<file path="src/logic/ipc_params.svh">
`ifndef IPC_PARAMS_SVH
`define IPC_PARAMS_SVH

// ****************************************
// Register indices (byte address = 4 x index)
// ****************************************
`define IPC_IDX_PRIO0 5'h00
`define IPC_IDX_PRIO1 5'h01
`define IPC_IDX_PRIO2 5'h02
`define IPC_IDX_PEND0 5'h11
`define IPC_IDX_PEND1 5'h12
`define IPC_IDX_PEND2 5'h13
`define IPC_IDX_PEND3 5'h14
`define IPC_IDX_PEND4 5'h15
`define IPC_IDX_PEND5 5'h16
`define IPC_IDX_CTRL 5'h1D

// ****************************************
// Writable bit masks, reset values and the fixed PEND5 read value
// ****************************************
`define IPC_MASK_PRIO0 16'h3C00
`define IPC_MASK_PRIO1 16'h003F
`define IPC_MASK_PRIO2 16'hFFCF
`define IPC_RST_PRIO 16'h0000
`define IPC_CTRL_MASK 16'h0001
`define IPC_PEND5_FILL 16'hFFFE

// ****************************************
// Field positions (low bit of each field; level fields are 2 bits wide)
// ****************************************
`define IPC_POS_BKPT 12
`define IPC_POS_STEP 10
`define IPC_POS_DRX 4
`define IPC_POS_DTX 2
`define IPC_POS_TRACE 0
`define IPC_POS_FBE 14
`define IPC_POS_FCC 12
`define IPC_POS_FERR 10
`define IPC_POS_LOCK 8
`define IPC_POS_LVD 6
`define IPC_POS_EXTB 2
`define IPC_POS_EXTA 0
`define IPC_POS_DIS 0
`define IPC_POS_PEND 1

// ****************************************
// Source counts and encodings
// ****************************************
`define IPC_NSRC 12
`define IPC_NDBG 5
`define IPC_LVL_OFF 2'h0
`define IPC_NO_SRC 4'hF

`endif

</file>
<file path="src/logic/ipc_pkg.sv">
package ipc_pkg;
   // Decoded level handed to the arbiter
   typedef struct packed {
      logic valid;
      logic [1:0] level;
   } ipc_level_s;
   // Request toward the core
   typedef struct packed {
      logic req;
      logic [1:0] level;
      logic [3:0] source;
   } ipc_core_req_s;
   // Bus cycle phase
   typedef enum logic {IPC_IDLE, IPC_ACKED} ipc_bus_e;
endpackage

</file>
<file path="src/logic/ipc_level_decode.sv">
`include "ipc_params.svh"

// Turns one 2-bit level field into enable plus priority level
module ipc_level_decode #(
   parameter bit DEBUG_MAP = 1'b1
) (
   // Field in
   input wire logic [1:0] field_i,
   // Decoded level out
   output ipc_pkg::ipc_level_s level_o
);
   // Debug map: 01..11 -> 1..3, others: 01..11 -> 0..2, 00 -> off
   always_comb
   begin
      level_o.valid = (field_i != `IPC_LVL_OFF);
      if (DEBUG_MAP)
         level_o.level = field_i;
      else
         level_o.level = field_i - 2'h1;
   end
endmodule

</file>
<file path="src/logic/ipc_unit.sv">
// Register access over Wishbone was left to the implementer.
`include "ipc_params.svh"

module ipc_unit (
   // Clock and reset
   input wire logic clk_i,
   input wire logic rst_i,
   // Wishbone slave
   input wire logic wb_cyc_i,
   input wire logic wb_stb_i,
   input wire logic wb_we_i,
   input wire logic [6:0] wb_adr_i,
   input wire logic [3:0] wb_sel_i,
   input wire logic [31:0] wb_dat_i,
   output logic [31:0] wb_dat_o,
   output logic wb_ack_o,
   // Peripheral request lines, order: bkpt,step,drx,dtx,trace,fbe,fcc,ferr,lock,lvd,extb,exta
   input wire logic [11:0] src_req_i,
   // Core interrupt request
   output ipc_pkg::ipc_core_req_s core_req_o
);
   // ****************************************
   // Registers
   // ****************************************
   logic [15:0] priority_reg_0;
   logic [15:0] priority_reg_1;
   logic [15:0] priority_reg_2;
   logic [15:0] interrupt_control;
   ipc_pkg::ipc_bus_e bus_state;
   logic [1:0] fields [`IPC_NSRC];
   ipc_pkg::ipc_level_s lvl [`IPC_NSRC];
   logic [11:0] pend;
   logic [11:0] masked;
   logic [15:0] next_rdata;
   logic [4:0] idx;
   logic access;
   logic bus_write;
   logic [15:0] wmask;
   ipc_pkg::ipc_core_req_s next_req;

   assign idx = wb_adr_i[6:2];
   assign access = wb_cyc_i && wb_stb_i && (bus_state == ipc_pkg::IPC_IDLE);
   assign bus_write = access && wb_we_i;
   assign wmask = {{8{wb_sel_i[1]}}, {8{wb_sel_i[0]}}};

   // ****************************************
   // Bus handshake
   // ****************************************
   // Ack one cycle after request, dropped the cycle after
   always_ff @(posedge clk_i)
   begin
      if (rst_i)
         bus_state <= ipc_pkg::IPC_IDLE;
      else if (access)
         bus_state <= ipc_pkg::IPC_ACKED;
      else
         bus_state <= ipc_pkg::IPC_IDLE;
   end
   assign wb_ack_o = (bus_state == ipc_pkg::IPC_ACKED);

   // ****************************************
   // Priority registers
   // ****************************************
   // reset to disabled
   // masked writes keep reserved bits zero
   always_ff @(posedge clk_i)
   begin
      if (rst_i)
      begin
         priority_reg_0 <= `IPC_RST_PRIO;
         priority_reg_1 <= `IPC_RST_PRIO;
         priority_reg_2 <= `IPC_RST_PRIO;
      end
      else if (bus_write)
      begin
         if (idx == `IPC_IDX_PRIO0)
            priority_reg_0 <= (priority_reg_0 & ~(wmask & `IPC_MASK_PRIO0))
               | (wb_dat_i[15:0] & wmask & `IPC_MASK_PRIO0);
         if (idx == `IPC_IDX_PRIO1)
            priority_reg_1 <= (priority_reg_1 & ~(wmask & `IPC_MASK_PRIO1))
               | (wb_dat_i[15:0] & wmask & `IPC_MASK_PRIO1);
         if (idx == `IPC_IDX_PRIO2)
            priority_reg_2 <= (priority_reg_2 & ~(wmask & `IPC_MASK_PRIO2))
               | (wb_dat_i[15:0] & wmask & `IPC_MASK_PRIO2);
      end
   end

   // Global disable bit in the control word
   always_ff @(posedge clk_i)
   begin
      if (rst_i)
         interrupt_control <= 16'h0000;
      else if (bus_write && idx == `IPC_IDX_CTRL && wb_sel_i[0])
         interrupt_control <= wb_dat_i[15:0] & `IPC_CTRL_MASK;
   end

   // ****************************************
   // Level decode
   // ****************************************
   // Field extraction per source
   always_comb
   begin
      fields[0] = priority_reg_0[`IPC_POS_BKPT +: 2];
      fields[1] = priority_reg_0[`IPC_POS_STEP +: 2];
      fields[2] = priority_reg_1[`IPC_POS_DRX +: 2];
      fields[3] = priority_reg_1[`IPC_POS_DTX +: 2];
      fields[4] = priority_reg_1[`IPC_POS_TRACE +: 2];
      fields[5] = priority_reg_2[`IPC_POS_FBE +: 2];
      fields[6] = priority_reg_2[`IPC_POS_FCC +: 2];
      fields[7] = priority_reg_2[`IPC_POS_FERR +: 2];
      fields[8] = priority_reg_2[`IPC_POS_LOCK +: 2];
      fields[9] = priority_reg_2[`IPC_POS_LVD +: 2];
      fields[10] = priority_reg_2[`IPC_POS_EXTB +: 2];
      fields[11] = priority_reg_2[`IPC_POS_EXTA +: 2];
   end

   for (genvar g = 0; g < `IPC_NSRC; g++)
   begin : g_dec
      ipc_level_decode #(.DEBUG_MAP(g < `IPC_NDBG)) u_dec (
         .field_i(fields[g]),
         .level_o(lvl[g])
      );
   end

   // ****************************************
   // Pending and arbitration
   // ****************************************
   // pending flags follow request lines of all sources, enable is applied in masked
   always_ff @(posedge clk_i)
   begin
      if (rst_i)
         pend <= 12'h000;
      else
         pend <= src_req_i;
   end

   always_comb
   begin
      for (int i = 0; i < `IPC_NSRC; i++)
         masked[i] = pend[i] && lvl[i].valid;
   end

   // highest level wins, lowest index breaks ties
   always_comb
   begin
      next_req.req = 1'b0;
      next_req.level = 2'h0;
      next_req.source = `IPC_NO_SRC;
      for (int i = `IPC_NSRC - 1; i >= 0; i--)
      begin
         if (masked[i] && (!next_req.req || lvl[i].level >= next_req.level))
         begin
            next_req.req = 1'b1;
            next_req.level = lvl[i].level;
            next_req.source = 4'(i);
         end
      end
      if (interrupt_control[`IPC_POS_DIS])
         next_req = '{req: 1'b0, level: 2'h0, source: `IPC_NO_SRC};
   end

   // Registered request toward the core
   always_ff @(posedge clk_i)
   begin
      if (rst_i)
         core_req_o <= '{req: 1'b0, level: 2'h0, source: `IPC_NO_SRC};
      else
         core_req_o <= next_req;
   end

   // ****************************************
   // Read data
   // ****************************************
   // read mux, unmapped reads zero
   always_comb
   begin
      case (idx)
         `IPC_IDX_PRIO0: next_rdata = priority_reg_0;
         `IPC_IDX_PRIO1: next_rdata = priority_reg_1;
         `IPC_IDX_PRIO2: next_rdata = priority_reg_2;
         `IPC_IDX_PEND0: next_rdata = {3'h0, masked, 1'b1};
         `IPC_IDX_PEND1, `IPC_IDX_PEND2, `IPC_IDX_PEND3, `IPC_IDX_PEND4:
            next_rdata = 16'h0000;
         `IPC_IDX_PEND5: next_rdata = `IPC_PEND5_FILL;
         `IPC_IDX_CTRL: next_rdata = interrupt_control;
         default: next_rdata = 16'h0000;
      endcase
   end

   // Read data captured with the acknowledge
   always_ff @(posedge clk_i)
   begin
      if (rst_i)
         wb_dat_o <= 32'h0000_0000;
      else if (access && !wb_we_i)
         wb_dat_o <= {16'h0000, next_rdata};
   end

   // ****************************************
   // Assertions
   // ****************************************
   // reserved reg0 bits
   AST_RSV0: assert property (@(posedge clk_i) disable iff (rst_i)
      (priority_reg_0 & ~`IPC_MASK_PRIO0) == 16'h0000)
      else $error("reserved bits set in reg0");

   AST_RSV1: assert property (@(posedge clk_i) disable iff (rst_i)
      (priority_reg_1 & ~`IPC_MASK_PRIO1) == 16'h0000)
      else $error("reserved bits set in reg1");

   AST_RSV2: assert property (@(posedge clk_i) disable iff (rst_i)
      (priority_reg_2 & ~`IPC_MASK_PRIO2) == 16'h0000)
      else $error("reserved bits set in reg2");

   AST_RST: assert property (@(posedge clk_i) $past(rst_i) |->
      priority_reg_1 == `IPC_RST_PRIO && !core_req_o.req)
      else $error("not cleared by reset");

   AST_RST_ALL: assert property (@(posedge clk_i) $past(rst_i) |->
      priority_reg_0 == `IPC_RST_PRIO && priority_reg_2 == `IPC_RST_PRIO)
      else $error("level fields not cleared by reset");

   AST_DBG: assert property (@(posedge clk_i) disable iff (rst_i) lvl[0].valid |->
      lvl[0].level == priority_reg_0[`IPC_POS_BKPT +: 2])
      else $error("debug level map wrong");

   AST_DBG_OFF: assert property (@(posedge clk_i) disable iff (rst_i)
      priority_reg_0[`IPC_POS_BKPT +: 2] == `IPC_LVL_OFF |-> !lvl[0].valid)
      else $error("disabled debug field decoded as enabled");

   AST_TRACE: assert property (@(posedge clk_i) disable iff (rst_i)
      priority_reg_1[`IPC_POS_TRACE +: 2] == 2'h3 |-> lvl[4].valid && lvl[4].level == 2'h3)
      else $error("trace level map wrong");

   AST_PER: assert property (@(posedge clk_i) disable iff (rst_i)
      priority_reg_2[`IPC_POS_EXTA +: 2] == 2'h3 |-> lvl[11].level == 2'h2)
      else $error("peripheral level map wrong");

   AST_PER_LOW: assert property (@(posedge clk_i) disable iff (rst_i)
      priority_reg_2[`IPC_POS_FBE +: 2] == 2'h1 |-> lvl[5].valid && lvl[5].level == 2'h0)
      else $error("flash buffer level map wrong");

   AST_OFF: assert property (@(posedge clk_i) disable iff (rst_i)
      ##1 (core_req_o.req && core_req_o.source == 4'h5) |->
      $past(priority_reg_2[`IPC_POS_FBE +: 2]) != `IPC_LVL_OFF)
      else $error("disabled source forwarded");

   AST_WR: assert property (@(posedge clk_i) disable iff (rst_i)
      bus_write && idx == `IPC_IDX_PRIO1 && wb_sel_i[0] |=>
      (priority_reg_1 & `IPC_MASK_PRIO1) == ($past(wb_dat_i[15:0]) & `IPC_MASK_PRIO1))
      else $error("write to reg1 lost");

   AST_WR_BKPT: assert property (@(posedge clk_i) disable iff (rst_i)
      bus_write && idx == `IPC_IDX_PRIO0 && wb_sel_i[1] |=>
      priority_reg_0[`IPC_POS_BKPT +: 2] == $past(wb_dat_i[`IPC_POS_BKPT +: 2]))
      else $error("write to breakpoint field lost");

   AST_WR_STEP: assert property (@(posedge clk_i) disable iff (rst_i)
      bus_write && idx == `IPC_IDX_PRIO0 && wb_sel_i[1] |=>
      priority_reg_0[`IPC_POS_STEP +: 2] == $past(wb_dat_i[`IPC_POS_STEP +: 2]))
      else $error("write to step counter field lost");

   AST_ACK: assert property (@(posedge clk_i) disable iff (rst_i)
      access |=> wb_ack_o ##1 !wb_ack_o)
      else $error("ack timing wrong");

   AST_FWD: assert property (@(posedge clk_i) disable iff (rst_i)
      (|masked && !interrupt_control[`IPC_POS_DIS]) |=> core_req_o.req)
      else $error("pending source not forwarded");

   AST_DIS: assert property (@(posedge clk_i) disable iff (rst_i)
      interrupt_control[`IPC_POS_DIS] |=> !core_req_o.req)
      else $error("request forwarded while disabled");

   AST_PEND: assert property (@(posedge clk_i) disable iff (rst_i)
      access && !wb_we_i && idx == `IPC_IDX_PEND0 |=>
      wb_dat_o[`IPC_POS_PEND +: `IPC_NSRC] == $past(masked))
      else $error("pending word read wrong");
endmodule

</file>
<file path="config.mk">
export PLATFORM = sky130hd
export DESIGN_NAME = ipc_unit
export DESIGN_NICKNAME = d
export VERILOG_FILES = /design/src/logic/ipc_pkg.sv /design/src/logic/ipc_level_decode.sv /design/src/logic/ipc_unit.sv
export VERILOG_INCLUDE_DIRS = /design/src /design/src/logic
export SDC_FILE = /design/constraint.sdc
export NUM_CORES = 1
export LEC_CHECK = 0
export ABC_AREA = 1
export CORE_UTILIZATION = 64
export CTS_CLUSTER_DIAMETER = 200
export CTS_CLUSTER_SIZE = 20
export DETAILED_ROUTE_END_ITERATION = 6
export DONT_BUFFER_PORTS = 1
export GPL_ROUTABILITY_DRIVEN = 0
export PLACE_DENSITY = 0.85
export RECOVER_POWER = 25
export SLEW_MARGIN = 40
export SYNTH_ARGS = -nofsm -noshare
export SYNTH_HDL_FRONTEND = slang
export SYNTH_SLANG_ARGS = --single-unit
</file>
<file path="constraint.sdc">
create_clock -name clk_i -period 11.8 [get_ports clk_i]
set_input_delay 2.36 -clock clk_i [delete_from_list [all_inputs] [get_ports clk_i]]
set_output_delay 2.36 -clock clk_i [all_outputs]
set_load 0.01 [all_outputs]
</file>
# Word-level counts from Yosys, hierarchy flattened
# Cells that the tools add are included.
[classes]
add_sub_neg = 7
order_cmp = 11
eq_ne = 5
mux = 14
n_bitwise = 11
reduce_logical = 69
[op_table]
columns = ["cell", "count"]
rows = [
  ["$pmux W16 S6", 1],
  ["$mux W7", 12],
  ["$and A16 B16 Y16", 4],
  ["$logic_and A1 B1 Y1", 29],
  ["$reduce_bool A2 Y1", 12],
  ["$ge A2 B2 Y1", 11],
  ["$not A14 Y16", 1],
  ["$not A16 Y16", 1],
  ["$not A6 Y16", 1],
  ["$or A16 B14 Y16", 1],
  ["$or A16 B16 Y16", 1],
  ["$or A16 B6 Y16", 1],
  ["$eq A5 B5 Y1 const B", 3],
  ["$sub A2 B1 Y2 const B", 7],
  ["$logic_not A1 Y1", 12],
  ["$logic_or A1 B1 Y1", 11],
  ["$reduce_and A2 Y1", 3],
  ["$eq A5 B1 Y1 const B", 1],
  ["$eq A5 B2 Y1 const B", 1],
  ["$logic_not A5 Y1", 1],
  ["$reduce_or A2 Y1", 1],
  ["$mux W1", 1],
  ["$not A1 Y1", 1],
]
[totals]
regBits = 85
out_inout_bits = 40

# Logic depth before layout (Yosys ltp)
[depth]
word_depth = 47
depth_mapped = 97
depth_no_buf = 97

# Hierarchy
# A second synthesis with hierarchy kept.
[unflattened]
hier_cells = 595
area_unflattened_um2 = 3928.8
[modules_own_cells]
columns = ["module", "instances", "cells_each", "area_each_um2", "seq_area_each_um2"]
rows = [
  ["ipc_unit", 1, 535, 3604.7, 1221.2],
  ["ipc_level_decode (g_dec[10].u_dec ...)", 7, 5, 27.5, 0.0],
  ["ipc_level_decode (g_dec[0].u_dec ...)", 5, 5, 26.3, 0.0],
]

# Least setup slack after synthesis
# Ideal clock, no wire load.
[synth_timing]
path_type = "reg-to-reg"
startpoint = "register (tool-made name)"
endpoint = "register core_req_o[2] (netlist name)"
setup_time_ns = 0.059
arrival_ns = 9.695
setup_slack_ns = 2.046
stages_incl_launch_ff = 85
path_buffers = 0
cell_sequence = "dfxtp_1 -> inv_1 -> ha_1 -> inv_1 -> nand2_2 -> nor2_1 -> ha_1 -> inv_1 -> nand2_1 -> nand2_1 -> nand2_1 -> nand2_1 -> o21ai_0 -> ha_1 -> nor2_1 -> o21ai_0 -> inv_1 -> nand2_1 -> (+49 left out) -> nand2_2 -> nand3_1 -> and2_1 -> ha_1 -> o21ai_0 -> nand3b_1 -> nand2_2 -> clkinv_1 -> nand2_1 -> nand2_1 -> ha_1 -> o21ai_0 -> nand3b_1 -> nand2_2 -> nand2_1 -> nor3_1 -> nand2_1 -> nand2_1"
[synth_lines]
columns = ["element", "line", "text"]
rows = [
  ["end signal, assigned", "ipc_unit.sv:166", "core_req_o <= '{req: 1'b0, level: 2'h0, source: `IPC_NO_SRC};"],
  ["end signal, assigned", "ipc_unit.sv:168", "core_req_o <= next_req;"],
  ["end, declared", "ipc_unit.sv:20", "output ipc_pkg::ipc_core_req_s core_req_o"],
]

==> results.py <==
metrics = {
    "clocking": {
        "clk_pin_slew_ps": 70,
        "cts_inserted_buffers": 9,
        "postCtsResizedCells": 0,
        "clk_latency_ps": 350,
        "clkSinkCount": 61,
        "cts_buffer_depth": 2,
        "cts.root.buffer_cell": "clkbuf_8",
        "cts_hold_buf": 0,
        "postCtsSetupBuffers": 0,
        "h-tree-depth": 3,
        "cts_tree": "done",
    },
    "yosys": {
        "synth-seq-cells": 61,
        "synth_fa_ha_area_frac": 0.0923,
        "synthesis.area_sq_um": 3660,
        "yosys.area_share.simple": 0.251,
        "async_reset_ff_frac": 0,
        "synth-xor-area-share": 0,
        "synth_top_family_by_area": "simple AND/OR/NAND/NOR gates",
        "ys_warn_count": 0,
        "synthMuxAreaShare": 0,
        "ys_types": 32,
        "avgSynthCellArea_sq_um": 6.71,
        "syn_inst": 545,
        "ys.flop_type": "dfxtp_1",
        "synth_top_area_cell": "dfxtp_1",
        "ys_seq_area_frac": 0.334,
        "synth_top_area_share": 0.334,
        "synth_edf_count": 0,
        "synth-compound-area-share": 0.169,
        "synthTopCellsByArea": "dfxtp_1, nand2_1, inv_1, ha_1, o21ai_0",
    },
    "timing": {
        "setup_violations": 0,
        "slew_violations": 0,
        "hold_slack_ps": 499,
        "max_slew.worst_pin.slew_ps": 638,
        "fin_crit_ps": 10910,
        "fin_ws_ps": 890,
        "fin_skew_ps": 13.8,
        "max_freq_mhz": 91.7,
        "maxSlewHeadroom": 0.574,
        "min_period_over_period": 0.925,
        "final_hold_viol_count": 0,
    },
    "placed_design": {
        "placedCellCount": 604,
        "pre_cts_ws_ps": 610,
        "portBuffers": 0,
        "hpwl_mm": 6.65,
    },
    "power": {
        "power.density_nw_per_um2": 116,
        "leakage_nw": 1.85,
        "max-vdd-ir-drop_mv": 0.0841,
        "report.power.total_uw": 453,
    },
    "route": {
        "wire_per_inst_microns": 14.6,
        "drt_pass1_iterations": 5,
        "vias_per_cell": 5.65,
        "drt_iter0_drc": 282,
        "ant_nets": 0,
        "vias": 3500,
        "wl_mm": 9.06,
        "drc": 0,
    },
    "status": {
        "outcome": "complete, no violations",
    },
    "grt": {
        "grt_start_max_net_pins": 32,
        "grt_util_all_layers": 0.314,
        "grt_overflow": 0,
        "grt_pass1_wl_mm": 14.6,
        "first_global_vias": 3223,
        "antenna_found_initial": 0,
    },
    "floorplanning": {
        "die_h_microns": 77.6,
        "start_util": 0.664,
        "coreArea_sq_um": 5510,
        "die_area_sq_um": 6020,
        "die_x_microns": 77.6,
        "rows": 27,
        "io_pins": 100,
    },
    "min_path": {
        "hold_path_class": "reg -> reg",
    },
    "critical_path": {
        "cp.required_ps": 12080,
        "path_class": "reg -> reg",
        "crit_path_max_fanout": 6,
        "start_kind": "flop",
        "critPathSlowestCell": "dfxtp_1",
        "critPathCaptureType": "flop",
        "cpPeakStageDelay_ps": 390,
        "path_common_cell": "nand2_1",
        "arrival_ps": 11190,
    },
    "finish": {
        "nNetsFinal": 630,
        "final_core_util": 0.710,
        "stdcell_count": 620,
        "num_antenna_cells": 0,
        "nFillCells": 437,
        "drive_gt1_frac": 0.0876,
        "syn_to_final_growth_pct": 6.87,
    },
    "job": {
        "maxCapViolCount": 0,
    },
}
## final timing paths
kind / to / slack, ps / from / cells past startpoint
min reg2reg: flop / 500 / flop / 2
min: flop / 500 / flop / 2
max reg2reg: core_req_o[2]$_SDFF_PP1_ / 890 / flop / 84
max: core_req_o[2]$_SDFF_PP1_ / 890 / flop / 84
## through the flow
stage	instance area [sq um]	setup TNS, ps
final	3910	0
after global routing	3910	-38.1
after CTS	3880	0
after detailed placement	3640	0
after global placement	3640	0
after floorplan	3710	0
## critical path: cells and delay by family, from the launching register on
kind | cells | cell delay, ps
AO/OA/AOI/OAI | 11 | 1530
AND/OR/NAND/NOR | 50 | 4930
flip-flops | 1 | 390
adder cells (fa/ha/maj) | 12 | 3150
buffers and inverters | 11 | 830
## power by group
group	internal, mW	switching (mW)	leakage, nW
logic	0.00443	0.0121	1.24
clock network	0.140	0.0860	0.116
registers	0.209	0.00141	0.495
## layer usage
metal | global-route usage | share of wire | wire length [microns] | vias to the layer above
met2 | 0.503 | 0.45 | 4120 | 199
met3 | 0.0682 | 0.096 | 866 | 39
met1 | 0.378 | 0.40 | 3620 | 1563
met5 | 0 | 0 | 0 | -
met4 | 0.208 | 0.050 | 453 | 0
li1 | - | - | - | 1699
## cell usage after synthesis (7+ instances only)
master,number
a21oi_1,41
and2_1,7
buf_4,16
clkbuf_1,12
dfxtp_1,61
ha_1,27
inv_1,95
inv_2,7
nand2_1,102
nand3_1,26
nand3b_1,7
nor2_1,42
o21ai_0,57
## logic make-up (layout without fill, tap and decap cells)
group           Yosys count  after routing
simple gates            207            207
fa+ha+maj                27             27
compound gates          116            116
flops                    61             61
other cells               1             16
buf+inv                 133            121
## layout make-up
class / count / area [sq um] / share of cell area
clock inverter: 6 / 111 / 0.0285
multi-input combinational: 366 / 1970 / 0.503
inverter: 105 / 394 / 0.101
tap: 72 / 90.1 / 0.0230
clock buffer: 10 / 128 / 0.0326
sequential: 61 / 1220 / 0.312
## layout by cell type, fill, tap and decap left out
master	instances
o21ai_1	6
nand3_2	1
inv_2	8
o221ai_1	3
nand4_1	1
o311a_1	1
inv_1	95
or2_1	1
clkbuf_1	1
a21oi_1	41
o21a_1	1
clkinv_4	1
clkbuf_8	9
and2_1	7
clkinv_1	2
and3_1	1
o22ai_1	4
nand2_1	96
o21ai_0	54
a211oi_1	1
clkinv_2	1
nor2_1	39
or2_4	1
ha_1	27
nand3_1	26
nand3b_2	1
nand2_2	10
o21ai_2	1
bufinv_16	3
nor3_1	5
o211ai_1	4
clkinvlp_4	1
nand3b_1	7
conb_1	16
dfxtp_1	61
nor2_4	1
nor3_2	1
nor2_2	9
(Power assumes the default switching activity.)
